--- src/logic/irq_seq_pkg.sv ---
// Shared constants and types for the interrupt and exception sequencer
package irq_seq_pkg;
    // Vector numbering
    localparam int VEC_W = 8;
    localparam logic [7:0] VEC_NMI = 8'h02;
    localparam logic [7:0] VEC_RESERVED_LIMIT = 8'h20;
    localparam int VEC_COUNT = 256;
    // Address and entry widths
    localparam int ADDR_W = 32;
    localparam int ENTRY_W = 64;
    // Byte shift of the vector number into the table, per mode
    localparam int REAL_ENTRY_SHIFT = 2;
    localparam int PROT_ENTRY_SHIFT = 3;
    // Field positions of a real-mode entry
    localparam int RM_OFF_LSB = 0;
    localparam int RM_SEG_LSB = 16;
    // Field positions of a protected-mode descriptor
    localparam int PM_OFF_LO_LSB = 0;
    localparam int PM_SEL_LSB = 16;
    localparam int PM_OFF_HI_LSB = 48;
    localparam int FIELD16_W = 16;
    // Pin synchroniser depth
    localparam int SYNC_STAGES = 3;
    // Reset values
    localparam logic [31:0] ADDR_RESET = 32'h0000_0000;
    localparam logic [7:0] VEC_RESET = 8'h00;
    localparam logic [15:0] SEL_RESET = 16'h0000;

    // Event class reported with each entry
    typedef enum logic [2:0] {
        CLS_NONE = 3'b000,
        CLS_FAULT = 3'b001,
        CLS_TRAP = 3'b010,
        CLS_ABORT = 3'b011,
        CLS_SOFT = 3'b100,
        CLS_NMI = 3'b101,
        CLS_MASKABLE = 3'b110
    } event_class_e;

    // Sequencer states
    typedef enum logic [2:0] {
        ST_IDLE = 3'b000,
        ST_PUSH = 3'b001,
        ST_ACK = 3'b010,
        ST_FETCH = 3'b011,
        ST_GO = 3'b100
    } seq_state_e;
endpackage : irq_seq_pkg

--- src/logic/interrupt_exception_sequencer.sv ---
// Interrupt and exception sequencer: classify, prioritise, save, vector and dispatch
`timescale 1ns/100ps

// Functional notes
// - Hardware interrupts taken only at instruction boundaries
// - Interrupt return address is next instruction
// - Faults serviced before the faulting instruction executes
// - Fault return address includes leading prefix bytes
// - Traps reported after instruction completes
// - Severe errors reported as imprecise aborts
// - Software interrupts use the exception path
// - 256 vectors index a software-defined table
// - Vectors below 32 reserved, 224 free
// - Real entry 4 bytes, protected 8 bytes
// - Push address and flags, vector, fetch, run
// - Interrupt return restores state and resumes
// - Exception vectors internal, software from instruction
// - Maskable interrupt fetches vector by acknowledge cycle
// - Non-maskable interrupt always uses vector 2
// - Maskable request honoured only with enable flag
// - Non-maskable wins over maskable at boundary
// - Non-maskable entry clears interrupt enable flag
// - One nested non-maskable request held until return
module interrupt_exception_sequencer
    import irq_seq_pkg::*;
(
    // Clock and reset
    input wire logic clk_i,
    input wire logic rst_n_i,
    // External request pins
    input wire logic nmi_in_i,
    input wire logic maskable_irq_in_i,
    // Execution core status
    input wire logic instr_boundary_i,
    input wire logic [ADDR_W-1:0] instr_start_addr_i,
    input wire logic [ADDR_W-1:0] next_instr_addr_i,
    input wire logic prot_mode_i,
    input wire logic [ADDR_W-1:0] table_base_i,
    // Exception and software interrupt requests
    input wire logic fault_i,
    input wire logic [VEC_W-1:0] fault_vec_i,
    input wire logic trap_i,
    input wire logic [VEC_W-1:0] trap_vec_i,
    input wire logic abort_i,
    input wire logic [VEC_W-1:0] abort_vec_i,
    input wire logic soft_int_i,
    input wire logic [VEC_W-1:0] soft_int_vec_i,
    // Enable flag control and interrupt return
    input wire logic if_set_i,
    input wire logic if_clear_i,
    input wire logic interrupt_return_instr_i,
    input wire logic [ADDR_W-1:0] ret_addr_i,
    input wire logic ret_if_i,
    // Stack push handshake
    output logic push_valid_o,
    input wire logic push_ready_i,
    output logic [ADDR_W-1:0] push_addr_o,
    output logic push_if_o,
    // Interrupt acknowledge handshake
    output logic inta_req_o,
    input wire logic inta_done_i,
    input wire logic [VEC_W-1:0] inta_vec_i,
    // Vector table read handshake
    output logic table_rd_o,
    input wire logic table_ack_i,
    output logic [ADDR_W-1:0] table_addr_o,
    input wire logic [ENTRY_W-1:0] table_data_i,
    // Dispatch to the core
    output logic busy_o,
    output logic handler_go_o,
    output logic [FIELD16_W-1:0] handler_sel_o,
    output logic [ADDR_W-1:0] handler_off_o,
    output logic [VEC_W-1:0] vector_o,
    output logic [2:0] event_class_o,
    output logic vec_reserved_o,
    output logic if_flag_o,
    output logic nmi_active_o,
    output logic resume_o,
    output logic [ADDR_W-1:0] resume_addr_o
);
    logic [1:0] rst_sync; // Reset release chain
    logic rst_n; // Synchronised reset
    logic [1:0] pin_level; // Filtered pins: bit 1 non-maskable, bit 0 maskable
    logic nmi_level; // Filtered non-maskable pin
    logic nmi_level_d; // Previous filtered level for edge detect
    logic nmi_edge; // Rising edge of non-maskable pin
    logic nmi_pending; // One remembered non-maskable request
    logic nmi_active; // Inside a non-maskable handler
    logic if_flag; // Maskable interrupt enable
    seq_state_e state; // Sequencer state
    seq_state_e next_state; // Next sequencer state
    event_class_e cls; // Class of the event being entered
    event_class_e next_cls; // Class chosen this cycle
    logic [VEC_W-1:0] vector; // Vector of the event being entered
    logic [VEC_W-1:0] next_vec; // Vector chosen this cycle
    logic [ADDR_W-1:0] next_ret; // Return address chosen this cycle
    logic take_nmi; // Non-maskable request taken now
    logic take_irq; // Maskable request taken now
    logic accept; // An event starts now
    logic [ADDR_W-1:0] entry_addr; // Table entry address
    logic [FIELD16_W-1:0] dec_sel; // Decoded handler selector
    logic [ADDR_W-1:0] dec_off; // Decoded handler offset

    // Release reset through two flip-flops
    always_ff @(posedge clk_i or negedge rst_n_i) begin
        if (!rst_n_i) begin
            rst_sync <= 2'b00;
        end else begin
            rst_sync <= {rst_sync[0], 1'b1};
        end
    end
    assign rst_n = rst_sync[1];

    // Filter both request pins
    pin_sync #(.WIDTH(2)) u_pin_sync (
        .clk_i(clk_i),
        .rst_n_i(rst_n),
        .pin_i({nmi_in_i, maskable_irq_in_i}),
        .level_o(pin_level)
    );
    assign nmi_level = pin_level[1];

    // Table address and handler pointer decode
    vector_locator u_vector_locator (
        .prot_mode_i(prot_mode_i),
        .table_base_i(table_base_i),
        .vector_i(vector),
        .entry_i(table_data_i),
        .entry_addr_o(entry_addr),
        .handler_sel_o(dec_sel),
        .handler_off_o(dec_off)
    );

    // Edge detect on the filtered non-maskable level
    always_ff @(posedge clk_i or negedge rst_n) begin
        if (!rst_n) begin
            nmi_level_d <= 1'b0;
        end else begin
            nmi_level_d <= nmi_level;
        end
    end
    assign nmi_edge = nmi_level & ~nmi_level_d;

    // Event selection: abort, fault, then boundary events
    always_comb begin
        next_cls = CLS_NONE;
        next_vec = VEC_RESET;
        next_ret = next_instr_addr_i;
        take_nmi = 1'b0;
        take_irq = 1'b0;
        if (abort_i) begin
            // Imprecise: start of current instruction is only a hint
            next_cls = CLS_ABORT;
            next_vec = abort_vec_i;
            next_ret = instr_start_addr_i;
        end else if (fault_i) begin
            // Taken before execution, return to first prefix byte
            next_cls = CLS_FAULT;
            next_vec = fault_vec_i;
            next_ret = instr_start_addr_i;
        end else if (instr_boundary_i) begin
            if (trap_i) begin
                // Reported after completion, return to next instruction
                next_cls = CLS_TRAP;
                next_vec = trap_vec_i;
            end else if (soft_int_i) begin
                // Software interrupt rides the exception path
                next_cls = CLS_SOFT;
                next_vec = soft_int_vec_i;
            end else if ((nmi_pending || nmi_edge) && !nmi_active) begin
                // Non-maskable after trap and software, before maskable, fixed vector, no acknowledge
                next_cls = CLS_NMI;
                next_vec = VEC_NMI;
                take_nmi = 1'b1;
            end else if (pin_level[0] && if_flag) begin
                // Maskable only while enabled, vector from acknowledge
                next_cls = CLS_MASKABLE;
                take_irq = 1'b1;
            end
        end
    end
    assign accept = (state == ST_IDLE) && (next_cls != CLS_NONE) && !interrupt_return_instr_i;

    // Non-maskable request memory: one pending, edge wins over take
    always_ff @(posedge clk_i or negedge rst_n) begin
        if (!rst_n) begin
            nmi_pending <= 1'b0;
        end else if (nmi_edge) begin
            nmi_pending <= 1'b1;
        end else if (accept && take_nmi) begin
            nmi_pending <= 1'b0;
        end
    end

    // Non-maskable handler in progress until the first return
    always_ff @(posedge clk_i or negedge rst_n) begin
        if (!rst_n) begin
            nmi_active <= 1'b0;
        end else if (accept && take_nmi) begin
            nmi_active <= 1'b1;
        end else if (interrupt_return_instr_i) begin
            nmi_active <= 1'b0;
        end
    end

    // Interrupt enable flag: cleared on hardware entry, restored on return
    always_ff @(posedge clk_i or negedge rst_n) begin
        if (!rst_n) begin
            if_flag <= 1'b0;
        end else if (accept && (take_nmi || take_irq)) begin
            if_flag <= 1'b0;
        end else if (interrupt_return_instr_i) begin
            if_flag <= ret_if_i;
        end else if (if_set_i) begin
            if_flag <= 1'b1;
        end else if (if_clear_i) begin
            if_flag <= 1'b0;
        end
    end

    // Latch the chosen event, its vector and the frame to push
    always_ff @(posedge clk_i or negedge rst_n) begin
        if (!rst_n) begin
            cls <= CLS_NONE;
            vector <= VEC_RESET;
            push_addr_o <= ADDR_RESET;
            push_if_o <= 1'b0;
        end else if (accept) begin
            cls <= next_cls;
            vector <= next_vec;
            push_addr_o <= next_ret;
            push_if_o <= if_flag;
        end else if (state == ST_ACK && inta_done_i) begin
            vector <= inta_vec_i;
        end
    end

    // Sequencer transitions: push, vector, fetch, dispatch
    always_comb begin
        next_state = state;
        case (state)
            ST_IDLE: begin
                if (accept) begin
                    next_state = ST_PUSH;
                end
            end
            ST_PUSH: begin
                // Frame saved before the vector is obtained
                if (push_ready_i) begin
                    next_state = (cls == CLS_MASKABLE) ? ST_ACK : ST_FETCH;
                end
            end
            ST_ACK: begin
                // Wait for the controller to return its vector
                if (inta_done_i) begin
                    next_state = ST_FETCH;
                end
            end
            ST_FETCH: begin
                // Read the handler pointer from the table
                if (table_ack_i) begin
                    next_state = ST_GO;
                end
            end
            ST_GO: begin
                next_state = ST_IDLE;
            end
            default: begin
                next_state = ST_IDLE;
            end
        endcase
    end

    // State register
    always_ff @(posedge clk_i or negedge rst_n) begin
        if (!rst_n) begin
            state <= ST_IDLE;
        end else begin
            state <= next_state;
        end
    end

    // Capture the handler pointer when the table answers
    always_ff @(posedge clk_i or negedge rst_n) begin
        if (!rst_n) begin
            handler_sel_o <= SEL_RESET;
            handler_off_o <= ADDR_RESET;
        end else if (state == ST_FETCH && table_ack_i) begin
            handler_sel_o <= dec_sel;
            handler_off_o <= dec_off;
        end
    end

    // Return: resume at the saved address
    always_ff @(posedge clk_i or negedge rst_n) begin
        if (!rst_n) begin
            resume_o <= 1'b0;
            resume_addr_o <= ADDR_RESET;
        end else begin
            resume_o <= interrupt_return_instr_i && (state == ST_IDLE);
            if (interrupt_return_instr_i) begin
                resume_addr_o <= ret_addr_i;
            end
        end
    end

    // Handshake and status outputs
    assign push_valid_o = (state == ST_PUSH);
    assign inta_req_o = (state == ST_ACK);
    assign table_rd_o = (state == ST_FETCH);
    assign table_addr_o = entry_addr;
    assign handler_go_o = (state == ST_GO);
    assign busy_o = (state != ST_IDLE);
    assign vector_o = vector;
    assign event_class_o = cls;
    assign vec_reserved_o = (vector < VEC_RESERVED_LIMIT);
    assign if_flag_o = if_flag;
    assign nmi_active_o = nmi_active;
endmodule : interrupt_exception_sequencer

--- src/logic/pin_sync.sv ---
// Three-stage pin synchroniser that accepts a change once stages two and three agree
`timescale 1ns/100ps
module pin_sync
    import irq_seq_pkg::*;
#(
    parameter int WIDTH = 2
) (
    // Clock and reset
    input wire logic clk_i,
    input wire logic rst_n_i,
    // Raw pins and filtered levels
    input wire logic [WIDTH-1:0] pin_i,
    output logic [WIDTH-1:0] level_o
);
    // One chain and one filtered level per pin
    for (genvar b = 0; b < WIDTH; b++) begin : g_bit
        logic [SYNC_STAGES-1:0] chain; // Stage 0 feeds only stage 1
        logic level; // Accepted level

        // Shift the pin through the chain
        always_ff @(posedge clk_i or negedge rst_n_i) begin
            if (!rst_n_i) begin
                chain <= '0;
            end else begin
                chain <= {chain[SYNC_STAGES-2:0], pin_i[b]};
            end
        end

        // Update only when the last two stages agree
        always_ff @(posedge clk_i or negedge rst_n_i) begin
            if (!rst_n_i) begin
                level <= 1'b0;
            end else if (chain[1] == chain[2]) begin
                level <= chain[2];
            end
        end

        assign level_o[b] = level;
    end
endmodule : pin_sync

--- src/logic/vector_locator.sv ---
// Vector table entry address and handler pointer decode for both modes
`timescale 1ns/100ps
module vector_locator
    import irq_seq_pkg::*;
(
    // Lookup request
    input wire logic prot_mode_i,
    input wire logic [ADDR_W-1:0] table_base_i,
    input wire logic [VEC_W-1:0] vector_i,
    // Entry read back from the table
    input wire logic [ENTRY_W-1:0] entry_i,
    // Results
    output logic [ADDR_W-1:0] entry_addr_o,
    output logic [FIELD16_W-1:0] handler_sel_o,
    output logic [ADDR_W-1:0] handler_off_o
);
    logic [ADDR_W-1:0] vec_wide; // Vector zero-extended

    assign vec_wide = {{(ADDR_W-VEC_W){1'b0}}, vector_i};

    // Entry address: four bytes per entry in real mode, eight in protected
    always_comb begin
        if (prot_mode_i) begin
            entry_addr_o = table_base_i + (vec_wide << PROT_ENTRY_SHIFT);
        end else begin
            entry_addr_o = table_base_i + (vec_wide << REAL_ENTRY_SHIFT);
        end
    end

    // Real entry: segment plus 16-bit offset; protected: split offset and selector
    always_comb begin
        if (prot_mode_i) begin
            handler_sel_o = entry_i[PM_SEL_LSB +: FIELD16_W];
            handler_off_o = {entry_i[PM_OFF_HI_LSB +: FIELD16_W], entry_i[PM_OFF_LO_LSB +: FIELD16_W]};
        end else begin
            handler_sel_o = entry_i[RM_SEG_LSB +: FIELD16_W];
            handler_off_o = {{FIELD16_W{1'b0}}, entry_i[RM_OFF_LSB +: FIELD16_W]};
        end
    end
endmodule : vector_locator

--- config.mk ---
export PLATFORM = sky130hd
export DESIGN_NAME = interrupt_exception_sequencer
export DESIGN_NICKNAME = d
export VERILOG_FILES = /design/src/logic/irq_seq_pkg.sv /design/src/logic/interrupt_exception_sequencer.sv /design/src/logic/pin_sync.sv /design/src/logic/vector_locator.sv
export SDC_FILE = /design/constraint.sdc
export NUM_CORES = 1
export LEC_CHECK = 0
export BUFFER_PORTS_ARGS = -buffer_cell sky130_fd_sc_hd__buf_2
export CAP_MARGIN = 40
export CORE_UTILIZATION = 26
export CTS_BUF_LIST = sky130_fd_sc_hd__clkbuf_4
export DETAILED_ROUTE_END_ITERATION = 10
export PLACE_DENSITY_LB_ADDON = 0.08
export SYNTH_ARGS = -nofsm -noshare
export SYNTH_HDL_FRONTEND = slang
export SYNTH_HIERARCHICAL = 1
export SYNTH_SLANG_ARGS = --single-unit
--- constraint.sdc ---
create_clock -name clk_i -period 5.5 [get_ports clk_i]
set_clock_uncertainty 0.2 [all_clocks]
set_input_delay 0 -clock clk_i [delete_from_list [all_inputs] [get_ports clk_i]]
set_output_delay 0 -clock clk_i [all_outputs]
set_load 0.02 [all_outputs]
==> results of run 1 <==
[logic make-up after synthesis]
kind of cell    count (synthesis)  synth area share (%)
compound gates                 74                  6.45
xor+xnor                       32                  3.62
fa+ha+maj                      20                  3.39
buf+inv                        80                  6.45
flops                         142                  45.9
mux                           172                  26.1
other cells                     1                0.0484
simple gates                  115                  8.00
[stage by stage]
stage / hold slack [ps] / setup slack (ps) / area (um2) / std cells / utilization (%)
3_3_place_gp: -412 / 2170 / 9800 / 1353 / 33.8
3_5_place_dp: -408 / 2530 / 9860 / 1357 / 34.0
2_1_floorplan: -496 / 1050 / 7740 / 636 / -
==> flow_metrics.env, run 1 <==
export IMPL_status="did not finish"
export IMPL_lastStage="4_1_cts"
export IMPL_error="[ERROR RSZ-0060] Max buffer count reached."
export IMPL_cts_root_buf="clkbuf_4"
export IMPL_cts_path_max_buffers=2
export IMPL_synth_common_cells="dfrtp_1 (142), mux2_2 (115), buf_4 (36)"
export IMPL_ys_warn_count=6
export IMPL_num_rows=62
export IMPL_yosys_area_top_type="dfrtp_1"
export IMPL_initial_core_util_pct=26.7
export IMPL_synth_top_area_share_pct=45.9
export IMPL_die_y_um=175
export IMPL_dpl_hpwl_um=17700
export IMPL_synthTopCellsByArea="dfrtp_1 (46%), mux2_2 (17%), mux2_4 (6.0%), buf_4 (3.5%), mux2i_1 (3.0%)"
export IMPL_postSynthCellCount=636
export IMPL_ios=414
export IMPL_yosysMostFrequentCell="dfrtp_1"
export IMPL_netlist_area_um2=7740
export IMPL_cts_buffers=17
export IMPL_synth_edf_count=0
export IMPL_ys_ff_latch=142
export IMPL_postSynthAreaPerCell_um2=12.2
export IMPL_syn_num_nets=903
export IMPL_async_reset_ff_share_pct=100
export IMPL_fp_dieW_um=175
export IMPL_synthFlopType="dfrtp_1"
export IMPL_htreeDepth=4
export IMPL_cts_sinks=142
export IMPL_hold_buffers=279
export IMPL_post_cts_buffers=0
export IMPL_synth_cell_types=54
export IMPL_place_port_buffers=393
export IMPL_gp_congestion=0.772
export IMPL_seq_area_frac_synth_pct=45.9
export IMPL_cts_resized=0
==> inputs of run 2 (changes only) <==
CORE_UTILIZATION = 20   (was 26)
CTS_BUF_LIST = unset   (was sky130_fd_sc_hd__clkbuf_4)
PLACE_DENSITY_LB_ADDON = 0.15   (was 0.08)
==> run 2 against run 1 <==
Compared with the run above: the flow now finishes without violations; synthesized area unchanged; synthesized cell count is the same.
==> flow_metrics.env, run 2 <==
export IMPL_status="finished clean"
export IMPL_insertion_delay_ps=440
export IMPL_dieArea_um2=39500
export IMPL_top_usage_layer="met2"
export IMPL_die_y_um=199
export IMPL_worst_pin_slew_ps=1040
export IMPL_ys_ff_latch=142
export IMPL_cp_data_arrival_time_ps=3440
export IMPL_cts_path_max_buffers=2
export IMPL_dpl_hpwl_um=19300
export IMPL_core_um2=37800
export IMPL_postSynthCellCount=636
export IMPL_grt_pass1_vias=7312
export IMPL_fp_dieW_um=199
export IMPL_synth_edf_count=0
export IMPL_synth_common_cells="dfrtp_1 (142), mux2_2 (115), buf_4 (36)"
export IMPL_yosys_area_top_type="dfrtp_1"
export IMPL_mostFrequentLayoutCell="buf_2"
export IMPL_critPathSlowestCell="a32oi_1"
export IMPL_power_density_nw_per_um2=444
export IMPL_cts_root_buf="clkbuf_16"
export IMPL_utilization_pct=33.2
export IMPL_drtIter0Drc=123
export IMPL_path_max_fanout=11
export IMPL_top_regs="handler_off_o: 32 flops, push_addr_o: 32 flops, resume_addr_o: 32 flops"
export IMPL_fin_setup_tns_ps=0
export IMPL_leakagePower_nw=5.95
export IMPL_synth_top_area_share_pct=45.9
export IMPL_path_cells="ha_1 -> inv_1 -> fa_1 -> nor2b_1 -> o31a_2 -> o21ai_0 -> a32oi_1 -> nand4_1 -> xnor2_1 -> buf_2"
export IMPL_place_port_buffers=393
export IMPL_drv_slew=0
export IMPL_viasPerCell=3.99
export IMPL_synthTopCellsByArea="dfrtp_1 (46%), mux2_2 (17%), mux2_4 (6.0%), buf_4 (3.5%), mux2i_1 (3.0%)"
export IMPL_synth_cell_types=54
export IMPL_num_rows=71
export IMPL_clkSlewWorstSetupHoldPaths_ps=70
export IMPL_netlist_area_um2=7740
export IMPL_grt_max_degree=93
export IMPL_remaining_drc_errors=0
export IMPL_final_cell_mix="buf_2 (393), dlygate4sd3_1 (194), dfrtp_1 (141), mux2_2 (115), mux2_4 (31)"
export IMPL_setup_viol_count_final=0
export IMPL_slowest_delay_ps=810
export IMPL_grt_met2_usage_pct=23.4
export IMPL_drt_first_pass_iters=4
export IMPL_timing_hold_ws_ps=28.0
export IMPL_grt_ovfl_total=0
export IMPL_cts_buffers=17
export IMPL_antenna_found_initial=2
export IMPL_yosysMostFrequentCell="dfrtp_1"
export IMPL_postSynthAreaPerCell_um2=12.2
export IMPL_wl_per_cell_um=15.1
export IMPL_grt_first_pass_wirelength_um=40000
export IMPL_worstPathRequired_ps=5300
export IMPL_critPathLaunch="vector_o[0]"
export IMPL_area_delta_synth_final_pct=62.4
export IMPL_vdd_ir_drop_max_mv=0.215
export IMPL_grt_use_met1_pct=14.9
export IMPL_drv_cap=0
export IMPL_ant_nets=0
export IMPL_grt_use_total_pct=13.4
export IMPL_ys_warn_count=6
export IMPL_syn_num_nets=903
export IMPL_drive_above_1_share_pct=49.5
export IMPL_wirelength_um=25800
export IMPL_max_freq_mhz=275
export IMPL_fin_nets=1451
export IMPL_post_place_ws_ps=2280
export IMPL_setup_slack_ps=1860
export IMPL_fill_cells=3951
export IMPL_crit_type="reg2out"
export IMPL_rsz0062_at_grt="no"
export IMPL_relSlewSlack_pct=30.4
export IMPL_gp_congestion=0.725
export IMPL_hp_start="nmi_in_i"
export IMPL_hold_viol=0
export IMPL_hold_path_class="in2reg"
export IMPL_synthFlopType="dfrtp_1"
export IMPL_initial_core_util_pct=20.5
export IMPL_async_reset_ff_share_pct=100
export IMPL_ios=414
export IMPL_cts_sinks=142
export IMPL_via_count=6826
export IMPL_end_kind="primary output"
export IMPL_cts_tree="built"
export IMPL_seq_area_frac_synth_pct=45.9
export IMPL_power_total_w=0.00558
export IMPL_fin_crit_ps=3640
export IMPL_finalCritPeriodShare_pct=66.1
export IMPL_rr_startpoint="u_pin_sync/g_bit[1].level"
export IMPL_htreeDepth=4
export IMPL_grt_util_met3_pct=4.88
export IMPL_post_cts_buffers=0
export IMPL_critPathLaunchType="register"
[run 2: per-layer routing]
layer / share of wire, % / routed length [um]
met3: 7.9 / 2040
met4: 1.8 / 468
met5: 0.050 / 13
met1: 40 / 10200
met2: 51 / 13100
[run 2: area by class of cell]
| class | count | area, um2 | area share [%] |
|---|---|---|---|
| tap | 511 | 639 | 5.08 |
| inverter | 15 | 56.3 | 0.448 |
| clock buffer | 17 | 425 | 3.38 |
| clock inverter | 15 | 175 | 1.39 |
| multi-input combinational | 414 | 3700 | 29.4 |
| antenna | 1 | 2.50 | 0.0199 |
| sequential | 142 | 3560 | 28.3 |
| timing repair buffer | 594 | 4020 | 32.0 |
[run 2: power by group]
| part | total (W) | internal, W | switching [W] |
|---|---|---|---|
| combinational | 0.00268 | 0.00124 | 0.00144 |
| sequential | 0.00170 | 0.00143 | 0.000266 |
| clock | 0.00120 | 0.000684 | 0.000520 |
| total | 0.00558 | 0.00335 | 0.00223 |
[run 2: timing repair]
item | in CTS | in global routing
hold endpoints to repair | 136 | 0
setup endpoints to repair | 0 | 0
resized for setup | 0 | 0
hold buffers | 194 | 0
[run 2: final timing paths]
check,cells past startpoint,endpoint,slack [ps]
worst max-delay path,10,table_addr_o[25],1860
worst min-delay path,2,u_pin_sync/g_bit[1].chain[0],30
worst max register to register,7,push_addr_o[8],2600
worst min register to register,0,u_pin_sync/g_bit[0].chain[1],150
max in group asynchronous,1,vector_o[0],3950
min in group asynchronous,0,handler_off_o[9],180
[run 2: logic make-up (layout without fill, tap and decap cells)]
logic type               after synthesis  count (layout)  share of synthesized area [%]
AO/OA/AOI/OAI                         74              74                           6.45
XOR/XNOR                              32              32                           3.62
adder cells (fa/ha/maj)               20              20                           3.39
buffers and inverters                 80             641                           6.45
flip-flops                           142             142                           45.9
multiplexers                         172             172                           26.1
other                                  1               2                         0.0484
AND/OR/NAND/NOR                      115             115                           8.00
[run 2: per-stage QoR]
stage	cells	area, um2
final	1709	12600
after global routing	1708	12600
after CTS	1708	12600
after detailed placement	1482	10000
after global placement	1478	9960
after floorplan	636	7740
[run 2: critical path, delay by kind of cell, from the launching register on]
kind / cells / cell delay [ps]
AOI/OAI and AO/OA: 3 / 1070
adders and majority gates: 2 / 640
and+or+nand+nor: 2 / 390
xor gates and xnor gates: 1 / 230
buffers and inverters: 2 / 270
DFF: 1 / 410
Power figures use the tool's default switching activity.
==> inputs of run 3 (changes only) <==
clock period = 3.5 ns   (was 5.5 ns; I/O delays follow)
==> run 3 against run 2 <==
Compared with the run above: non-clock buffer count shrank 14; combinational power grew 55%; worst setup slack worse by 1500 ps; final area shrank 1.2%; register-to-register slack got worse by 1800 ps; sequential share of layout area is 0.35 points higher; clock-buffer cell count stayed put; clock power rose by 63%; core utilization down 0.41 points; critical path type unchanged.
==> flow_metrics.env, run 3 (same netlist as run 2, synthesis figures left out) <==
export IMPL_grt_max_degree=89
export IMPL_final_cell_mix="buf_2 (393), dlygate4sd3_1 (179), dfrtp_1 (141), mux2_2 (115), mux2_4 (31)"
export IMPL_grt_use_total_pct=13.0
export IMPL_rr_startpoint="u_pin_sync/g_bit[1].level"
export IMPL_area_delta_synth_final_pct=60.5
export IMPL_die_y_um=199
export IMPL_cts_resized=0
export IMPL_path_cells="ha_1 -> fa_1 -> a21oi_1 -> o22ai_1 -> nand2_1 -> nand4_1 -> nand4_1 -> xnor2_1 -> buf_2"
export IMPL_gp_congestion=0.734
export IMPL_viasPerCell=4.03
export IMPL_post_cts_buffers=0
export IMPL_cts_tree="built"
export IMPL_dpl_hpwl_um=19400
export IMPL_hold_path_depth=2
export IMPL_clkSlewWorstSetupHoldPaths_ps=70
export IMPL_mostFrequentLayoutCell="buf_2"
export IMPL_drt_first_pass_iters=4
export IMPL_num_rows=71
export IMPL_relSlewSlack_pct=55.3
export IMPL_worstPathRequired_ps=3300
export IMPL_drive_above_1_share_pct=50.1
export IMPL_cts_path_max_buffers=2
export IMPL_fill_cells=3953
export IMPL_antenna_found_initial=1
export IMPL_leakagePower_nw=5.89
export IMPL_grt_first_pass_wirelength_um=39000
export IMPL_finalCritPeriodShare_pct=90.4
export IMPL_placedCellCount=1483
export IMPL_via_count=6825
export IMPL_reg2regPathDepth=6
export IMPL_ant_nets=0
export IMPL_rrSetupSlack_ps=780
export IMPL_vdd_ir_drop_max_mv=0.342
export IMPL_cts_root_buf="clkbuf_16"
export IMPL_fin_crit_ps=3170
export IMPL_drv_cap=0
export IMPL_finalNonFillerCells=1694
export IMPL_place_port_buffers=393
export IMPL_end_kind="primary output"
export IMPL_max_freq_mhz=316
export IMPL_power_total_w=0.00876
export IMPL_initial_core_util_pct=20.5
export IMPL_drv_slew=0
export IMPL_crit_top_cell="nand4_1"
export IMPL_drtIter0Drc=200
export IMPL_holdPathEnd="u_pin_sync/g_bit[1].chain[0]"
export IMPL_top_regs="handler_off_o: 32 flops, push_addr_o: 32 flops, resume_addr_o: 32 flops"
export IMPL_htreeDepth=4
export IMPL_utilization_pct=32.8
export IMPL_path_buf_inv=1
export IMPL_critPathLaunchType="register"
export IMPL_crit_type="reg2out"
export IMPL_core_um2=37800
export IMPL_setup_viol_count_final=0
export IMPL_critPathSlowestCell="fa_1"
export IMPL_power_density_nw_per_um2=705
export IMPL_hold_path_class="in2reg"
export IMPL_num_antenna_cells=0
export IMPL_fp_dieW_um=199
export IMPL_status="finished clean"
export IMPL_wl_per_cell_um=15.1
export IMPL_grt_ovfl_total=0
export IMPL_cp_data_arrival_time_ps=2970
export IMPL_grt_pass1_vias=7184
export IMPL_worst_pin_slew_ps=671
export IMPL_cts_sinks=142
export IMPL_path_delay_family="simple AND/OR/NAND/NOR gates"
export IMPL_hold_buffers=179
export IMPL_dieArea_um2=39500
export IMPL_rsz0062_at_grt="no"
export IMPL_remaining_drc_errors=0
export IMPL_hold_viol=0
export IMPL_wirelength_um=25600
export IMPL_slowest_delay_ps=430
export IMPL_insertion_delay_ps=440
export IMPL_timing_hold_ws_ps=41.6
export IMPL_worstReg2RegEnd="vector_o[2]"
export IMPL_ios=414
export IMPL_hp_start="nmi_in_i"
export IMPL_cts_buffers=17
export IMPL_fin_nets=1437
export IMPL_path_max_fanout=10
export IMPL_fin_setup_tns_ps=0
==> run 3: worst max path at each step <==
stage	start	end	slack, ps	depth (start not counted)
after global routing	vector_o[0]	table_addr_o[26]	80	9
after CTS	vector_o[0]	table_addr_o[16]	270	9
final	vector_o[0]	table_addr_o[16]	330	9
after floorplan	vector_o[0]	table_addr_o[19]	870	10
after detailed placement	vector_o[0]	table_addr_o[16]	770	9
after global placement	vector_o[0]	table_addr_o[16]	730	9
==> run 3: layout make-up <==
type	instances	area (um2)	share of cell area [%]
repair buffers	580	3840	30.9
multi-input cells	414	3700	29.8
flip-flops and latches	142	3560	28.6
well taps	511	639	5.15
clock buffers	17	425	3.42
clock inverters	15	199	1.60
inverters	15	56.3	0.453
==> run 3: metrics by stage <==
stage          setup WS, ps  cell area (um2)
2_1_floorplan           866             7740
3_3_place_gp            725            10000
3_5_place_dp            767            10000
4_1_cts                 272            12400
5_1_grt                77.1            12400
6_report                335            12400
==> run 3: worst reg2reg max path, cell delays in order (launching register included) <==
cell and delay, ps:
dfrtp_1 400, nor2b_1 160, o21ai_1 370, a22oi_1 260, a21oi_4 460, mux2i_1 240
dlygate4sd3_1 560
==> run 3: per-layer routing <==
metal / routed length (um) / vias up / GRT usage [%]
met3: 1960 / 21 / 4.46
met5: 11 / - / 0
met1: 10300 / 3256 / 14.4
met4: 380 / 2 / 4.19
met2: 12900 / 252 / 23.1
li1: - / 3294 / -
==> run 3: where the power goes <==
part	total [W]	internal, W	leakage [nW]	switching, W
clock network	0.00195	0.00115	0.297	0.000803
registers	0.00266	0.00225	1.70	0.000412
logic	0.00415	0.00190	3.89	0.00225
